<file path="src/rtl/uerr_pkg.sv">
// Constants shared by the USB error flag block
package uerr_pkg;
  localparam int ADDR_W = 8;
  localparam int FLAG_W = 8;
  localparam int BYTE_CNT_W = 10;
  localparam int TURN_CNT_W = 5;
  // Register byte offsets
  localparam logic [7:0] OFF_FLAGS = 8'h00;
  localparam logic [7:0] OFF_CTRL = 8'h04;
  localparam logic [7:0] OFF_INT_STAT = 8'h08;
  localparam logic [7:0] OFF_INT_MASK = 8'h0c;
  localparam logic [7:0] OFF_ADDR_LO = 8'h10;
  localparam logic [7:0] OFF_ADDR_HI = 8'h14;
  // Flag bit positions, then the host mode bit of the control register
  localparam int BIT_STUFF = 7;
  localparam int BIT_BMX = 6;
  localparam int BIT_DMA = 5;
  localparam int BIT_TURN = 4;
  localparam int BIT_FIELD = 3;
  localparam int BIT_CRC16 = 2;
  localparam int BIT_CRC5_EOF = 1;
  localparam int BIT_PID = 0;
  localparam int BIT_HOST_MODE = 0;
  // Reset values
  localparam logic [7:0] FLAGS_RST = 8'h00;
  localparam logic [7:0] MASK_RST = 8'h00;
  localparam logic [31:0] ADDR_LO_RST = 32'h0000_0000;
  localparam logic [31:0] ADDR_HI_RST = 32'hffff_ffff;
  // Idle bit times allowed after an end of packet
  localparam logic [4:0] TURN_BITS = 5'h10;
endpackage : uerr_pkg

</file>
<file path="src/rtl/uerr_turn_timer.sv">
// Bus turnaround idle timer counted in bit times
`timescale 1ns/1ps
module uerr_turn_timer (
  // Clock and reset
  input wire logic core_clk,
  input wire logic rst,
  // Control
  input wire logic start,
  input wire logic stop,
  input wire logic bitTick,
  // Status
  output logic busy,
  output logic timeout
);
  logic [uerr_pkg::TURN_CNT_W-1:0] count_reg;
  logic busy_reg;
  logic timeout_reg;

  always_ff @(posedge core_clk or posedge rst) begin
    if (rst) begin
      busy_reg <= 1'b0;
    end else if (stop || (busy_reg && bitTick && count_reg == uerr_pkg::TURN_BITS)) begin
      busy_reg <= 1'b0;
    end else if (start) begin
      busy_reg <= 1'b1;
    end
  end

  always_ff @(posedge core_clk or posedge rst) begin
    if (rst) begin
      count_reg <= '0;
    end else if (start || !busy_reg) begin
      count_reg <= '0;
    end else if (bitTick) begin
      count_reg <= count_reg + 5'h01;
    end
  end

  // Fires on the seventeenth idle bit time, i.e. strictly more than 16
  always_ff @(posedge core_clk or posedge rst) begin
    if (rst) begin
      timeout_reg <= 1'b0;
    end else begin
      timeout_reg <= busy_reg && !stop && bitTick && count_reg == uerr_pkg::TURN_BITS;
    end
  end

  assign busy = busy_reg;
  assign timeout = timeout_reg;
endmodule : uerr_turn_timer

</file>
<file path="src/rtl/uerr_flags.sv">
// USB error flag register block with APB access and interrupt
`timescale 1ns/1ps
module uerr_flags (
  // Clock and reset
  input wire logic core_clk,
  input wire logic rst,
  // APB slave
  input wire logic psel,
  input wire logic penable,
  input wire logic pwrite,
  input wire logic [uerr_pkg::ADDR_W-1:0] paddr,
  input wire logic [31:0] pwdata,
  output logic [31:0] prdata,
  output logic pready,
  output logic pslverr,
  // Interrupt
  output logic irq,
  // Received packet status
  input wire logic pktEnd,
  input wire logic pktIsData,
  input wire logic pktIsToken,
  input wire logic stuffViol,
  input wire logic crc16Bad,
  input wire logic crc5Bad,
  input wire logic [2:0] bitResidue,
  input wire logic pidValid,
  input wire logic [7:0] pidByte,
  output logic pktReject,
  // Turnaround timing
  input wire logic eopDone,
  input wire logic awaitResp,
  input wire logic respStart,
  input wire logic bitTick,
  // Descriptor and buffer addresses
  input wire logic bdtLoad,
  input wire logic [31:0] bdtAddr,
  input wire logic bufLoad,
  input wire logic [31:0] bufAddr,
  // Memory bus and buffer fill
  input wire logic memReq,
  input wire logic memGnt,
  input wire logic fifoXrun,
  input wire logic rxByte,
  input wire logic [uerr_pkg::BYTE_CNT_W-1:0] bufLen,
  // Frame timing
  input wire logic txActive,
  input wire logic rxActive,
  input wire logic sofZero
);
  logic [7:0] flags_reg;
  logic [7:0] flags_next;
  logic [7:0] intStat_reg;
  logic [7:0] intStat_next;
  logic [7:0] intMask_reg;
  logic [7:0] intMask_next;
  logic [31:0] addrLo_reg;
  logic [31:0] addrHi_reg;
  logic hostMode_reg;
  logic [31:0] rdData_reg;
  logic pktReject_reg;
  logic [uerr_pkg::BYTE_CNT_W-1:0] rxCount_reg;
  logic [7:0] evt;
  logic setupPh;
  logic accessPh;
  logic hit;
  logic wrEn;
  logic rdClrInt;
  logic [7:0] w1cMask;
  logic [7:0] rcMask;
  logic turnTimeout;
  logic turnBusy;
  logic truncate;

  // Address inside the software window
  function automatic logic addrOk(input logic [31:0] a, input logic [31:0] lo,
                                  input logic [31:0] hi);
    addrOk = (a >= lo) && (a <= hi);
  endfunction : addrOk

  // Offset maps to a register
  function automatic logic regHit(input logic [uerr_pkg::ADDR_W-1:0] a);
    case (a)
      uerr_pkg::OFF_FLAGS,
      uerr_pkg::OFF_CTRL,
      uerr_pkg::OFF_INT_STAT,
      uerr_pkg::OFF_INT_MASK,
      uerr_pkg::OFF_ADDR_LO,
      uerr_pkg::OFF_ADDR_HI: regHit = 1'b1;
      default: regHit = 1'b0;
    endcase
  endfunction : regHit

  // Packet identifier check nibble against its complement
  function automatic logic pidBad(input logic [7:0] p);
    pidBad = (p[3:0] != ~p[7:4]);
  endfunction : pidBad

  uerr_turn_timer u_turn (
    .core_clk(core_clk),
    .rst(rst),
    .start(eopDone && awaitResp),
    .stop(respStart),
    .bitTick(bitTick),
    .busy(turnBusy),
    .timeout(turnTimeout)
  );

  // APB phases; zero wait states
  assign setupPh = psel && !penable;
  assign accessPh = psel && penable;
  assign hit = regHit(paddr);
  assign pready = 1'b1;
  assign pslverr = accessPh && !hit;
  assign wrEn = accessPh && pwrite && hit;
  assign rdClrInt = accessPh && !pwrite && paddr == uerr_pkg::OFF_INT_STAT;

  // Truncation when a byte arrives with the buffer already full
  assign truncate = rxByte && (rxCount_reg >= bufLen);

  always_comb begin
    evt = 8'h00;
    evt[uerr_pkg::BIT_STUFF] = pktEnd && stuffViol;
    evt[uerr_pkg::BIT_BMX] = (bdtLoad && !addrOk(bdtAddr, addrLo_reg, addrHi_reg)) ||
                             (bufLoad && !addrOk(bufAddr, addrLo_reg, addrHi_reg));
    evt[uerr_pkg::BIT_DMA] = (fifoXrun && memReq && !memGnt) || truncate;
    evt[uerr_pkg::BIT_TURN] = turnTimeout;
    evt[uerr_pkg::BIT_FIELD] = pktEnd && pktIsData && bitResidue != 3'h0;
    evt[uerr_pkg::BIT_CRC16] = pktEnd && pktIsData && crc16Bad;
    if (hostMode_reg) begin
      evt[uerr_pkg::BIT_CRC5_EOF] = sofZero && (txActive || rxActive);
    end else begin
      evt[uerr_pkg::BIT_CRC5_EOF] = pktEnd && pktIsToken && crc5Bad;
    end
    evt[uerr_pkg::BIT_PID] = !hostMode_reg && pidValid && pidBad(pidByte);
  end

  // Set wins over a clear landing in the same cycle
  assign w1cMask = (wrEn && paddr == uerr_pkg::OFF_FLAGS) ? pwdata[7:0] : 8'h00;
  assign flags_next = (flags_reg & ~w1cMask) | evt;

  always_ff @(posedge core_clk or posedge rst) begin
    if (rst) begin
      flags_reg <= uerr_pkg::FLAGS_RST;
    end else begin
      flags_reg <= flags_next;
    end
  end

  // Only bits that software actually saw are cleared by the read
  assign rcMask = rdClrInt ? rdData_reg[7:0] : 8'h00;
  assign intStat_next = (intStat_reg & ~rcMask) | evt;

  always_ff @(posedge core_clk or posedge rst) begin
    if (rst) begin
      intStat_reg <= uerr_pkg::FLAGS_RST;
    end else begin
      intStat_reg <= intStat_next;
    end
  end

  // Mask taken at its next value so a mask write moves irq in step with status
  assign intMask_next = (wrEn && paddr == uerr_pkg::OFF_INT_MASK) ? pwdata[7:0] : intMask_reg;

  always_ff @(posedge core_clk or posedge rst) begin
    if (rst) begin
      irq <= 1'b0;
    end else begin
      irq <= |(intStat_next & intMask_next);
    end
  end

  // Software control registers
  always_ff @(posedge core_clk or posedge rst) begin
    if (rst) begin
      intMask_reg <= uerr_pkg::MASK_RST;
      hostMode_reg <= 1'b0;
      addrLo_reg <= uerr_pkg::ADDR_LO_RST;
      addrHi_reg <= uerr_pkg::ADDR_HI_RST;
    end else if (wrEn) begin
      case (paddr)
        uerr_pkg::OFF_CTRL: hostMode_reg <= pwdata[uerr_pkg::BIT_HOST_MODE];
        uerr_pkg::OFF_INT_MASK: intMask_reg <= pwdata[7:0];
        uerr_pkg::OFF_ADDR_LO: addrLo_reg <= pwdata;
        uerr_pkg::OFF_ADDR_HI: addrHi_reg <= pwdata;
        default: ;
      endcase
    end
  end

  // Read data captured in the setup phase so prdata comes from a flop
  always_ff @(posedge core_clk or posedge rst) begin
    if (rst) begin
      rdData_reg <= 32'h0000_0000;
    end else if (setupPh && !pwrite) begin
      case (paddr)
        uerr_pkg::OFF_FLAGS: rdData_reg <= {24'h00_0000, flags_reg};
        uerr_pkg::OFF_CTRL: rdData_reg <= {31'h0000_0000, hostMode_reg};
        uerr_pkg::OFF_INT_STAT: rdData_reg <= {24'h00_0000, intStat_reg};
        uerr_pkg::OFF_INT_MASK: rdData_reg <= {24'h00_0000, intMask_reg};
        uerr_pkg::OFF_ADDR_LO: rdData_reg <= addrLo_reg;
        uerr_pkg::OFF_ADDR_HI: rdData_reg <= addrHi_reg;
        default: rdData_reg <= 32'h0000_0000;
      endcase
    end
  end

  assign prdata = rdData_reg;

  // Received byte count against the buffer size
  always_ff @(posedge core_clk or posedge rst) begin
    if (rst) begin
      rxCount_reg <= '0;
    end else if (pktEnd) begin
      rxCount_reg <= '0;
    end else if (rxByte && !truncate) begin
      rxCount_reg <= rxCount_reg + 10'h001;
    end
  end

  // Rejection strobe toward the packet engine
  always_ff @(posedge core_clk or posedge rst) begin
    if (rst) begin
      pktReject_reg <= 1'b0;
    end else begin
      pktReject_reg <= pktEnd && (stuffViol || (pktIsData && crc16Bad) ||
                       (pktIsToken && crc5Bad && !hostMode_reg));
    end
  end

  assign pktReject = pktReject_reg;
endmodule : uerr_flags

</file>
<file path="config.mk">
export PLATFORM = sky130hd
export DESIGN_NAME = uerr_flags
export DESIGN_NICKNAME = d
export VERILOG_FILES = /design/src/rtl/uerr_pkg.sv /design/src/rtl/uerr_turn_timer.sv /design/src/rtl/uerr_flags.sv
export SDC_FILE = /design/constraint.sdc
export NUM_CORES = 1
export LEC_CHECK = 0
export ABC_AREA = 0
export BUFFER_PORTS_ARGS = -buffer_cell sky130_fd_sc_hd__buf_2
export CORE_MARGIN = 2
export CORE_UTILIZATION = 55
export CTS_BUF_LIST = sky130_fd_sc_hd__clkbuf_16
export CTS_CLUSTER_SIZE = 30
export DETAILED_ROUTE_END_ITERATION = 7
export PLACE_DENSITY_LB_ADDON = 0.3
export SYNTH_ARGS = -nofsm -noshare
export SYNTH_HDL_FRONTEND = slang
export SYNTH_SLANG_ARGS = --single-unit
</file>
<file path="constraint.sdc">
create_clock -name core_clk -period 6.3 [get_ports core_clk]
set_clock_uncertainty 0.15 [all_clocks]
set_input_delay 0.945 -clock core_clk [delete_from_list [all_inputs] [get_ports core_clk]]
set_output_delay 0.945 -clock core_clk [all_outputs]
set_load 0.01 [all_outputs]
</file>
After elaboration in Yosys (flattened, before gate mapping)

Index checks and enable logic that the tools add are counted.

$add $sub $neg: 2
Bitwise logic cells: 8
Mux-type cells: 12
Divide/modulo/power cells: 0
Reduce and logical (&&, ||, !) cells: 65
Shifts and indexed selects: 0
Multiply operators: 0
Order comparisons: 5
Equal/unequal tests: 7

Operators with widths:

| kind                  | count |
|---|---|
| $pmux 32 s6           | 1 |
| $ge 32x32->1          | 2 |
| $le 32x32->1          | 2 |
| $logic_and 1x1->1     | 37 |
| $and 8x8->8           | 3 |
| $mux 8                | 3 |
| $mux 10               | 2 |
| $eq 8x4->1 const B    | 2 |
| $eq 8x5->1 const B    | 2 |
| $not 8->8             | 2 |
| $or 8x8->8            | 2 |
| $add 10x1->10 const B | 1 |
| $ge 10x10->1          | 1 |
| $logic_not 1->1       | 10 |
| $mux 5                | 2 |
| $eq 8x3->1 const B    | 1 |
| $logic_not 8->1       | 1 |
| $reduce_and 2->1      | 4 |
| $reduce_or 8->1       | 1 |
| $logic_or 1x1->1      | 7 |
| $reduce_bool 2->1     | 3 |
| $reduce_or 6->1       | 1 |
| $add 5x1->5 const B   | 1 |
| $eq 5x5->1 const B    | 1 |
| 4 further kinds       | 7 |

Bits in writable memories: 0
Memories: 0
Input bits: 150
Bits in latches: 0
Output and inout port bits: 36
Logic and storage cells: 112
Flip-flop bits (word level): 140
Bits in read-only memories: 0

Logic depth before layout (Yosys ltp)

Gate-level depths: netlist of run 1.

Depth in word-level cells: 9
Gate-level depth with buffers: 9
Mapped depth without buffers: 9

Hierarchy

From an unflattened synthesis of run 1, not the netlist that was laid out.

Cell total of the unflattened synthesis: 928
Area total of the unflattened synthesis: 9529.1 um2

Modules (own cells, without submodules):

| module          | sequential area each (um2) | cells an instance | area an instance (um2) | instances |
|---|---|---|---|---|
| uerr_flags      | 3368.2                     | 895               | 9160.0                 | 1 |
| uerr_turn_timer | 175.2                      | 33                | 369.1                  | 1 |

Worst setup path before layout of run 1

No wires, ideal clock.

Path kind: input to register
Start: in bufLen[0] (netlist bit)
End: reg rxCount_reg[6] (netlist bit)
Cell stages on the path: 8
Library setup time: 0.125 ns
Setup slack: 3.059 ns
Data arrival time: 2.966 ns
Required time: 6.025 ns
Path through: ha_1 nand2b_1 a211oi_1 o21ai_1 a221o_1 a2111oi_4 and3_1 mux2_2

Word-level cells in the longest chain between the ends: 5

Ends and longest elaborated chain:

| element                     | RTL line          | source |
|---|---|---|
| start: declaration          | uerr_flags.sv:44  | `input wire logic [uerr_pkg::BYTE_CNT_W-1:0] bufLen,` |
| $ge 10x10->1                | uerr_flags.sv:118 | `assign truncate = rxByte && (rxCount_reg >= bufLen);` |
| $logic_and 1x1->1           | uerr_flags.sv:118 |  |
| $logic_not 1->1             | uerr_flags.sv:215 | `end else if (rxByte && !truncate) begin` |
| $logic_and 1x1->1           | uerr_flags.sv:215 |  |
| $reduce_bool 2->1 (no line) | n/a               |  |
| end signal: assignment      | uerr_flags.sv:216 | `rxCount_reg <= rxCount_reg + 10'h001;` |
| end: declaration            | uerr_flags.sv:61  | `logic [uerr_pkg::BYTE_CNT_W-1:0] rxCount_reg;` |

Every way passes these cells.
A chain may end at the register's enable or synchronous reset.

Worst setup path in the final report of run 1

Start: in paddr[5] (netlist bit)
End: reg addrHi_reg[19]

Word-level cells in the longest chain between the ends: 5

Ends and longest elaborated chain:

| element                            | RTL line          | source |
|---|---|---|
| start: declaration                 | uerr_flags.sv:11  | `input wire logic [uerr_pkg::ADDR_W-1:0] paddr,` |
| $eq 8x4->1 (tied with other cells) | uerr_flags.sv:82  | `case (a)` |
| $reduce_or 6->1                    | uerr_flags.sv:82  |  |
| $mux 1                             | uerr_flags.sv:82  |  |
| $logic_and 1x1->1                  | uerr_flags.sv:114 | `assign wrEn = accessPh && pwrite && hit;` |
| $reduce_and 2->1 (no line) (*)     | n/a               |  |
| end signal: assignment             | uerr_flags.sv:178 | `addrHi_reg <= uerr_pkg::ADDR_HI_RST;` |
| end signal: assignment             | uerr_flags.sv:184 | `uerr_pkg::OFF_ADDR_HI: addrHi_reg <= pwdata;` |
| end: declaration                   | uerr_flags.sv:57  | `logic [31:0] addrHi_reg;` |

Mark *: on every way between the ends. The rest lies on a longest branch, timed or not.

==> results of run 1 <==
## critical path: cells and delay by family
kind                   cells  cell delay (ns)
buffers and inverters      2             0.52
muxes                      1             0.50
and+or+nand+nor            5             1.70
## path summary, 6_finish.rpt
path                                            start                          to  slack (ns)  cells after the start
max in group asynchronous                         rst  addrLo_reg[22]$_DFFE_PP0P_        4.26                      3
min                          u_turn.timeout$_DFF_PP0_      flags_reg[4]$_DFF_PP0_        0.33                      1
min reg2reg                  u_turn.timeout$_DFF_PP0_      flags_reg[4]$_DFF_PP0_        0.33                      1
max reg2reg                addrHi_reg[15]$_DFFE_PP1P_               irq$_DFF_PP0_        3.04                      9
max                                          paddr[5]  addrHi_reg[19]$_DFFE_PP1P_        2.80                      8
min in group asynchronous                         rst       prdata[8]$_DFFE_PP0P_        0.52                      2
## cells by family (layout without fill, tap and decap cells)
logic type | count (synthesis) | count (layout) | share of synthesized area, %
AO/OA/AOI/OAI | 230 | 230 | 15.9
XOR/XNOR | 10 | 10 | 0.940
adder cells (fa/ha/maj) | 141 | 141 | 18.9
buffers and inverters | 123 | 317 | 5.20
flip-flops | 140 | 140 | 38.0
multiplexers | 70 | 70 | 8.47
other | 1 | 1 | 0.0402
AND/OR/NAND/NOR | 228 | 228 | 12.5
## cell type report
class	count	area (sq um)
flip-flops and latches	140	3540
multi-input cells	680	5300
clock inverters	15	116
fillers	1374	5590
inverters	94	358
well taps	220	275
repair buffers	191	973
clock buffers	17	425
## cells in the mapped netlist (2+ instances only)
library cell,instances
nand2_1,63
a211oi_1,8
a22oi_1,31
nand4_1,26
nand4b_1,2
or4_1,3
nor2b_1,8
a221oi_1,4
xor2_1,3
inv_1,94
o31ai_1,2
and2_1,5
a221o_1,4
xnor2_1,7
and4_1,6
o21ai_0,36
a21o_1,20
a2111oi_0,3
o211ai_1,5
nand3_1,17
nor4_1,8
clkbuf_1,17
a21oi_1,84
nand2b_1,4
mux2i_1,2
buf_2,9
ha_1,141
a222oi_1,8
dfrtp_1,108
a21boi_0,2
or3_1,4
mux2_2,67
nor3_1,6
nor2_1,59
and3_1,4
a31oi_1,11
nor3b_1,4
dfstp_2,32
nand3b_1,2
## through the flow
stage | hold slack (ns) | area (sq um) | power [mW]
final | 0.327 | 11000 | 2.22
after global routing | 0.355 | 11000 | 2.31
after CTS | 0.329 | 11000 | 2.23
after detailed placement | 0.318 | 10500 | 1.29
after global placement | 0.308 | 10500 | 1.28
after floorplan | 0.280 | 9320 | 1.14
## routing by layer
layer / routed length [um] / global-route usage (%)
met4: 587 / 9.47
met3: 1640 / 5.86
met2: 11000 / 44.2
met1: 10800 / 37.0
met5: 0 / 0
## power groups by stage
stage | registers [mW] | clock network (mW) | logic (mW)
2_1_floorplan | 0.990 | 0 | 0.151
3_3_place_gp | 0.976 | 0 | 0.304
3_5_place_dp | 0.977 | 0 | 0.313
4_1_cts | 0.962 | 0.949 | 0.317
5_1_grt | 0.965 | 0.983 | 0.359
6_report | 0.961 | 0.941 | 0.315
==> impl_results.md, run 1 <==
- Die X: roughly 130 um
- 1st-pass router iterations: 7
- Vias in the first global route: about 8,000
- Slew Viols, Final: 0
- Register bit total from synthesis: 140
- Final setup TNS: 0 ns
- Area grow syn2layout: 18.0%
- Post-synthesis sequential area ratio: 38.0%
- Final cycle utilization of the critical path: 55.5%
- Vias post-DR: 7,873
- Hold/Removal Path Class: reg2reg
- Antenna Diode Count: 0
- Mapped cell area: 0.00932 sq mm
- Post-DR vias/cell: 5.80
- Ys async rst share: 100%
- Synth Area per Inst: 9.88 sq um
- Post-CTS Resized: 0
- Slew headroom: 28.6%
- Dpl cells: 1,325
- Final Instance Count excl. Fillers: 1,357
- Slowest cell on crit path: nand2_2
- EDFF count, synth: 0
- Commonest non-fill, non-tap cells in the layout: buf_2, ha_1, dfrtp_1
- Max-cap violations: 0
- Top FF cell, synth: dfrtp_1
- Total global-route track usage: roughly 27%
- Nets: 1,415
- Layout cell share with drive strength beyond 1: 28.9%
- Core footprint: 0.0166 sq mm
- Worst ir drop on vdd: 0.000196 V
- Clock Path Buffers: 2
- Pint: 1.58 mW
- Routed Antenna Nets: 0
- Post-synth top area share: 29.0%
- Dominant cells by area after synthesis: dfrtp_1, ha_1, dfstp_2
- Slew @ Worst Pin: roughly 1.1 ns
- CTS root buf: clkbuf_16
- Commonest non-fill, non-tap cell in the layout: buf_2
- Io pins: between 150 and 200
- DR iter-0 viols: 584
- Final wirelength: 24,000 um
- Worst skew pair latency: about 0.43 ns
- Gate power share: 14.2%
- Worst path required time: 6.50 ns
- CP Capture Type: register
- Detailed-route DRC error count: 0
- Post-synth net total: 1,234
- Sequential power share: 43.3%
- Grt ovf: 0
- Ys Warns: 0
- Status: completed
- Global placement routability congestion: 0.911
- Antenna violations before repair: 0
- H-tree levels: 4
- CP max stage delay: around 0.66 ns
- Pleak: between 5 and 6 nW
- CTS Hold Bufs: 0
- Endpoints failing hold: 0
- Final Setup Violations: 0
- Switching Share: between 20% and 30%
- Yosys cell types: 63
- Core Rows: between 40 and 50
- Crit path max fanout: 37
- P per Cell Area: ~200 mW/mm^2
- Clock-pin slew of the registers on the worst-case setup and hold paths: 0.06 ns
- Switching pwr: 0.634 mW
- Die height: 134 um
- Worst endpoint data arrival time: 3.70 ns
- Largest net degree at the start of global routing: 85
- Critical-path cell list: buf_2, nor3_1, nand2_1, nor3b_1, and2_1, buf_4, nand2_2, mux2_2
- Die area: 0.0180 sq mm
- PortBufs: 184
- Initial Util: a little under three fifths
- WS Path Type: in2reg
- First-pass GRT wire length: 39,000 um
- Fmax: 286 MHz
- Clk pwr share: between 40% and 50%
- WL/cell: 17.7 um
- Finished Core Util: 66.3%
- Post-CTS Setup Bufs: 0
- Worst slack, placed: approximately 2.4 ns
- Fin crit period: 3.50 ns
- CTS sink cnt: 140
- Setup WS post-layout: 2.80 ns
- CTS Buf Count: 17
- CTS tree: built
- Unrepaired setup endpoints after global routing: no
- Detailed placer's ending HPWL: 18,200 um
- Gate Count Post-Synth: approximately 940
- Cell taking the most area after synthesis: dfrtp_1
- Crit start category: input pin
No activity file was read; power rests on OpenSTA's default activity.
==> inputs of run 2 (changes only) <==
--- a/config.mk
+++ b/config.mk
@@ -5,7 +5,7 @@
 export SDC_FILE = /design/constraint.sdc
 export NUM_CORES = 1
 export LEC_CHECK = 0
-export ABC_AREA = 0
+export ABC_AREA = 1
 export BUFFER_PORTS_ARGS = -buffer_cell sky130_fd_sc_hd__buf_2
 export CORE_MARGIN = 2
 export CORE_UTILIZATION = 55
==> constraint.sdc (replaced) <==
create_clock -name core_clk -period 3.55 [get_ports core_clk]
set_clock_uncertainty 0.15 [all_clocks]
set_input_delay 0.5325 -clock core_clk [delete_from_list [all_inputs] [get_ports core_clk]]
set_output_delay 0.5325 -clock core_clk [all_outputs]
set_load 0.01 [all_outputs]
==> run 2 against run 1 <==
  * Worst setup slack worse by 1.7 ns
  * First-iteration DRC count is 14% lower
  * Worst hold slack worse by 0.21 ns
  * Power is 64% higher
  * Critical path depth is 5 higher
  * Largest cell class unchanged
  * Sequential share of layout area is 0.44 points lower
  * Clock-buffer cell count stayed put
  * Final cell count is 16% higher
  * Synthesized cell count is 22% higher
  * Clock power is 80% higher
  * Combinational power is 7.0% higher
  * Flip-flop and latch count stayed put
==> impl_results.md, run 2 <==
- Top cells by count, synth: nand2_1, inv_1, ha_1, dfrtp_1, o21ai_0 (was ha_1, dfrtp_1, inv_1, a21oi_1, mux2_2)
- Top cell by count, worst path: nand2_1
- Worst path required time: 3.71 ns (was 6.50 ns)
- Post-synthesis sequential area ratio: 37.8% (was 38.0%)
- Crit start category: register (was input pin)
- Slew @ Worst Pin: 0.872 ns (was 1.06 ns)
- Ys async rst share: 100% (unchanged)
- Detailed-route DRC error count: 0 (unchanged)
- Gate Count Post-Synth: 1,147 (was 943)
- Vias post-DR: 8,642 (was 7,873)
- Grt ovf: 0 (unchanged)
- Antenna violations before repair: 4 (was 0)
- Worst ir drop on vdd: 0.000341 V (was 0.000196 V)
- Total global-route track usage: 28.2% (was 27.5%)
- Final wirelength: 24,900 um (was 24,000 um)
- WS Path Type: reg2reg (was in2reg)
- Reg2reg path depth: 13 (was 9)
- PortBufs: 184 (unchanged)
- Cell taking the most area after synthesis: dfrtp_1 (unchanged)
- Area grow syn2layout: 18.8% (was 18.0%)
- Clock-pin slew of the registers on the worst-case setup and hold paths: 0.06 ns (about the same)
- Top FF cell, synth: dfrtp_1 (unchanged)
- Initial Util: 56.4% (was 56.2%)
- Worst path buffer plus inverter count: 1 (was 2)
- Post-DR vias/cell: 5.50 (was 5.80)
- Fin crit period: 2.46 ns
- Slew Viols, Final: 0 (unchanged)
- Post-CTS Setup Bufs: 0 (unchanged)
- Mapped cell area: 0.00938 sq mm (was 0.00932 sq mm)
- Pleak: 6.20 nW (was 5.01 nW)
- 1st-pass router iterations: 5 (was 7)
- Die height: 135 um (was 134 um)
- Core footprint: 0.0166 sq mm (about the same)
- EDFF count, synth: 0 (unchanged)
- Critical-path cell list: inv_1, ha_1, nand2_1, nor2_1, nand2_1, nor4_1, nand2_1, nand2_1, nand2_1, nand2_1, nand3_1, nand2_1, nand2_1 (was buf_2, nor3_1, nand2_1, nor3b_1, and2_1, buf_4, nand2_2, mux2_2)
- Hold/Removal Path Class: in2reg (was reg2reg)
- CTS tree: built (unchanged)
- Register bit total from synthesis: 140 (unchanged)
- Critical Path Stages: 13 (was 8)
- CTS root buf: clkbuf_16 (unchanged)
- H-tree levels: 4 (unchanged)
- Synth Area per Inst: 8.18 sq um (was 9.88 sq um)
- Max-cap violations: 0 (unchanged)
- DR iter-0 viols: 503 (was 584)
- Status: completed (unchanged)
- Fmax: 406 MHz
- Vias in the first global route: 8,349 (was 7,933)
- CTS sink cnt: 140 (unchanged)
- Post-synth net total: 1,438 (was 1,234)
- Commonest non-fill, non-tap cells in the layout: nand2_1, buf_2, inv_1 (was buf_2, ha_1, dfrtp_1)
- Post-CTS Resized: 0 (unchanged)
- Die area: 0.0181 sq mm (was 0.0180 sq mm)
- Slew headroom: 41.8% (was 28.6%)
- Post-synth top area share: 28.8% (was 29.0%)
- Endpoints failing hold: 0 (unchanged)
- Crit path max fanout: 4 (was 37)
- Cell family with most CP delay: simple AND/OR/NAND/NOR gates (unchanged)
- Dominant cells by area after synthesis: dfrtp_1, ha_1, nand2_1 (was dfrtp_1, ha_1, dfstp_2)
- Commonest non-fill, non-tap cell in the layout: nand2_1 (was buf_2)
- WL/cell: 15.8 um (was 17.7 um)
- First-pass GRT wire length: 40,000 um (was 39,000 um)
- Nets: 1,627 (was 1,415)
- CTS Hold Bufs: 0 (unchanged)
- Die X: 135 um (was 134 um)
- Most frequent cell after synthesis: nand2_1 (was ha_1)
- Hold Crit Depth: 2 (was 1)
- Io pins: 186 (unchanged)
- Ys Warns: 0 (unchanged)
- Routed Antenna Nets: 0 (unchanged)
- Global placement routability congestion: 0.879 (was 0.911)
- P per Cell Area: 327 mW/mm^2 (was 202 mW/mm^2)
- Final Setup Violations: 0 (unchanged)
- Final cycle utilization of the critical path: slightly below 70%
- Final setup TNS: 0 ns (unchanged)
- Worst endpoint data arrival time: 2.63 ns (was 3.70 ns)
- Worst skew pair latency: 0.43 ns (about the same)
- Detailed placer's ending HPWL: 18,800 um (was 18,200 um)
- Finished Core Util: 67.0% (was 66.3%)
- Largest net degree at the start of global routing: 65 (was 85)
- CTS Buf Count: 17 (unchanged)
- Slowest cell on crit path: dfstp_2 (was nand2_2)
- Clock Path Buffers: 2 (unchanged)
- Yosys cell types: 41 (was 63)
- Core Rows: 47 (unchanged)
- Layout cell share with drive strength beyond 1: 21.9% (was 28.9%)
- CP max stage delay: 0.51 ns (was 0.66 ns)
- Unrepaired setup endpoints after global routing: no (unchanged)
- CP Capture Type: register (unchanged)
## run 2: power by group
part / internal (mW) / leakage, nW / total, mW / switching [mW]
registers: 1.61 / 1.58 / 1.62 / 0.00826
logic: 0.134 / 4.35 / 0.337 / 0.203
clock network: 0.961 / 0.265 / 1.69 / 0.725
## run 2: worst paths after layout
| check | start | to | slack [ns] |
|---|---|---|---|
| worst min-delay path | respStart | u_turn.timeout$_DFF_PP0_ | 0.12 |
| min in group asynchronous | rst | addrLo_reg[26]$_DFFE_PP0P_ | 0.13 |
| worst min register to register | u_turn.timeout$_DFF_PP0_ | flags_reg[4]$_DFF_PP0_ | 0.33 |
| worst max register to register | addrHi_reg[31]$_DFFE_PP1P_ | irq$_DFF_PP0_ | 1.09 |
| max in group asynchronous | rst | addrHi_reg[26]$_DFFE_PP1P_ | 2.29 |
| worst max-delay path | addrHi_reg[31]$_DFFE_PP1P_ | irq$_DFF_PP0_ | 1.09 |
## run 2: area by class of cell
type,instances,area (sq um)
clock inverter,15,126
multi-input combinational,837,5190
timing repair buffer,195,1030
fill,1420,5500
sequential,140,3540
tap,220,275
inverter,145,548
antenna,3,7.51
clock buffer,17,425
## run 2: cell families after synthesis
family | after synthesis | synth area share [%]
compound gates | 248 | 14.6
xor+xnor | 5 | 0.467
fa+ha+maj | 141 | 18.8
buf+inv | 170 | 7.01
flops | 140 | 37.8
mux | 24 | 2.88
other cells | 1 | 0.0400
simple gates | 418 | 18.4
## run 2: through the flow
stage	cells	worst slack, ns	total power [mW]	hold slack [ns]	instance area [sq um]
6_report	1572	1.09	3.64	0.116	11100
3_5_place_dp	1537	0.899	1.98	0.323	10600
2_1_floorplan	1147	1.14	1.80	0.272	9390
3_3_place_gp	1537	0.934	1.97	0.297	10600
4_1_cts	1569	1.11	3.66	0.110	11100
5_1_grt	1572	0.840	3.78	0.112	11100
## run 2: per-layer routing
metal  up-vias  part of all wire [%]  GRT usage, %
met2       271                    48          46.6
met4         2                   2.5          9.88
met3        56                   5.4          4.69
met1      4075                    44          37.6
li1       4238                     -             -
met5         -                 0.052             0
==> inputs of run 3 (changes only) <==
--- a/config.mk
+++ b/config.mk
@@ -8,7 +8,7 @@
 export ABC_AREA = 1
 export BUFFER_PORTS_ARGS = -buffer_cell sky130_fd_sc_hd__buf_2
 export CORE_MARGIN = 2
-export CORE_UTILIZATION = 55
+export CORE_UTILIZATION = 51
 export CTS_BUF_LIST = sky130_fd_sc_hd__clkbuf_16
 export CTS_CLUSTER_SIZE = 30
 export DETAILED_ROUTE_END_ITERATION = 7
==> constraint.sdc (replaced) <==
create_clock -name core_clk -period 2 [get_ports core_clk]
set_clock_uncertainty 0.15 [all_clocks]
set_input_delay 0.3 -clock core_clk [delete_from_list [all_inputs] [get_ports core_clk]]
set_output_delay 0.3 -clock core_clk [all_outputs]
set_load 0.01 [all_outputs]
==> run 3 against run 2 <==
  * The flow now finishes with violations (setup timing)
  * Worst hold slack worse by 0.11 ns
  * Via count is 5.8% higher
  * Critical path depth is 2 lower
  * Worst setup slack worse by 1.3 ns
  * Sequential share of layout area is 4.7 points lower
  * Global-route usage is 0.19 points lower
  * Power is 87% higher
  * Clock power is 85% higher
==> impl_results.md, run 3 (synthesized netlist as in run 2, its figures left out) <==
- Largest net degree at the start of global routing: 45 (was 65)
- Slew Viols, Final: 0 (unchanged)
- Die area: 0.0195 sq mm (was 0.0181 sq mm)
- Switching Share: 25.7% (about the same)
- Vias post-DR: 9,140 (was 8,642)
- Hold/Removal Path Class: in2reg (unchanged)
- Slew @ Worst Pin: 0.554 ns (was 0.872 ns)
- WL/cell: 16.7 um (was 15.8 um)
- Layout cell share with drive strength beyond 1: 34.7% (was 21.9%)
- Endpoints failing hold: 0 (unchanged)
- Crit start category: register (unchanged)
- Switching pwr: 1.75 mW (was 0.935 mW)
- Io pins: 186 (unchanged)
- PortBufs: 184 (unchanged)
- Fmax: 461 MHz (was 406 MHz)
- Post-DR vias/cell: 5.37 (was 5.50)
- Finished Core Util: 72.5% (was 67.0%)
- Commonest non-fill, non-tap cells in the layout: nand2_1, buf_2, inv_1 (unchanged)
- Clock-pin slew of the registers on the worst-case setup and hold paths: 0.06 ns (about the same)
- Final Instance Count excl. Fillers: 1,702 (was 1,572)
- Status: finished with violations (was completed)
- Total global-route track usage: 28.0% (was 28.2%)
- Sequential power share: 42.1% (was 44.4%)
- Detailed placer's ending HPWL: 19,900 um (was 18,800 um)
- CTS Buf Count: 17 (unchanged)
- Worst endpoint data arrival time: 2.34 ns (was 2.63 ns)
- Clock Path Buffers: 2 (unchanged)
- Pint: 5.06 mW (was 2.70 mW)
- Gate power share: 11.9% (was 9.3%)
- Slew headroom: 63.1% (was 41.8%)
- 1st-pass router iterations: 5 (unchanged)
- Final cycle utilization of the critical path: 109% (was 69.4%)
- Final wirelength: 28,400 um (was 24,900 um)
- Clk pwr share: 45.9% (was 46.3%)
- Fin crit period: 2.17 ns (was 2.46 ns)
- Fillcell total: 1,379 (was 1,420)
- Final setup TNS: -0.732 ns (was 0 ns)
- WS Path Type: reg2reg (unchanged)
- CTS tree: built (unchanged)
- CP Capture Type: register (unchanged)
- Routed Antenna Nets: 0 (unchanged)
- Pleak: 6.82 nW (was 6.20 nW)
- Max-cap violations: 0 (unchanged)
- Die X: 140 um (was 135 um)
- Dpl cells: 1,620 (was 1,537)
- Post-route design area: 0.0131 sq mm (was 0.0111 sq mm)
- H-tree levels: 4 (unchanged)
- CTS sink cnt: 140 (unchanged)
- Area after DPL: 0.0112 sq mm (was 0.0106 sq mm)
- Antenna violations before repair: 2 (was 4)
- Crit path max fanout: 4 (unchanged)
- Vias in the first global route: 9,119 (was 8,349)
- Worst skew pair latency: 0.43 ns (about the same)
- Core footprint: 0.0180 sq mm (was 0.0166 sq mm)
- Initial Util: 52.1% (was 56.4%)
- Grt ovf: 0 (unchanged)
- P per Cell Area: 521 mW/mm^2 (was 327 mW/mm^2)
- Setup WS post-layout: -0.171 ns (was 1.09 ns)
- Worst ir drop on vdd: 0.000609 V (was 0.000341 V)
- DR iter-0 viols: 370 (was 503)
- Worst hold slack: 0.00246 ns (was 0.116 ns)
- Area grow syn2layout: 39.2% (was 18.8%)
- Nets: 1,749 (was 1,627)
- Core Rows: 49 (was 47)
- First-pass GRT wire length: 43,800 um (was 40,000 um)
- Die height: 140 um (was 135 um)
- Global placement routability congestion: 0.900 (was 0.879)
- Commonest non-fill, non-tap cell in the layout: nand2_1 (unchanged)
- Final Setup Violations: 7 (was 0)
- Violated checks: setup timing
- Detailed-route DRC error count: 0 (unchanged)
- Worst path required time: 2.17 ns (was 3.71 ns)
- Unrepaired setup endpoints after global routing: yes (was no)
- CTS root buf: clkbuf_16 (unchanged)
==> run 3: changes by cell type in the layout (fill, tap and decap cells not counted), sizes merged <==
cell / previous run / this run
diode: 3 / 2
buf: 195 / 278
clkinv: 7 / 6
bufinv: 1 / 2
dlygate4sd3: 0 / 39
clkinvlp: 5 / 4
inv: 147 / 148
==> run 3: final cells by class <==
class                   instances  area [sq um]  area share, %
multi-input cells             837          5950           45.6
flip-flops and latches        140          3540           27.1
repair buffers                317          2140           16.4
inverters                     145           558           4.27
clock buffers                  17           425           3.26
well taps                     229           287           2.19
clock inverters                15           149           1.14
diodes                          2          5.00         0.0383
==> run 3: power groups by stage <==
stage          registers (mW)  logic [mW]  clock network, mW
2_1_floorplan            2.92       0.278                  0
3_3_place_gp             2.92       0.620                  0
3_5_place_dp             2.92       0.636                  0
4_1_cts                  2.87       0.730               3.16
5_1_grt                  2.87       0.902               3.28
6_report                 2.87       0.814               3.13
==> run 3: through the flow <==
| step | total power, mW | setup WS [ns] |
|---|---|---|
| final | 6.81 | -0.171 |
| after detailed placement | 3.55 | -0.409 |
| after floorplan | 3.20 | -0.173 |
| after global routing | 7.06 | -0.279 |
| after CTS | 6.76 | -0.180 |
| after global placement | 3.54 | -0.384 |
==> run 3: final timing paths <==
kind / start / cells past startpoint / slack [ns] / to
min in group asynchronous: rst / 3 / 0.24 / prdata[28]$_DFFE_PP0P_
max in group asynchronous: rst / 4 / 0.87 / addrHi_reg[15]$_DFFE_PP1P_
worst max register to register: rxCount_reg[1]$_DFFE_PP0P_ / 11 / -0.17 / rxCount_reg[7]$_DFFE_PP0P_
worst min register to register: prdata[24]$_DFFE_PP0P_ / 1 / 0.35 / prdata[24]$_DFFE_PP0P_
worst max-delay path: rxCount_reg[1]$_DFFE_PP0P_ / 11 / -0.17 / rxCount_reg[7]$_DFFE_PP0P_
worst min-delay path: pwdata[6] / 3 / 0.002 / addrLo_reg[6]$_DFFE_PP0P_
==> run 3: repair_timing <==
| action | 4_1_cts | 5_1_grt |
|---|---|---|
| buffers inserted | 5 | 4 |
| hold buffers | 39 | 0 |
| hold endpoints to repair | 89 | 0 |
| pin swaps | 26 | 41 |
| endpoints found under the setup margin | 10 | 14 |
| gates resized for setup | 55 | 100 |
==> run 3: layer usage <==
layer	wire, um	up-vias	global-route usage, %
met2	14100	264	48.7
li1	-	4482	-
met1	12000	4318	34.9
met3	1290	76	4.58
met5	0	-	0
met4	887	0	10.7
==> run 3: critical path: stages (launching register included) <==
cell      delay [ns]
dfrtp_1         0.42
ha_4            0.26
inv_2           0.05
nor2_2          0.03
o211ai_1        0.19
nand3_1         0.12
nor2_2          0.16
nand2_2         0.11
inv_2           0.10
nand3b_1        0.14
buf_4           0.17
o21a_1          0.15
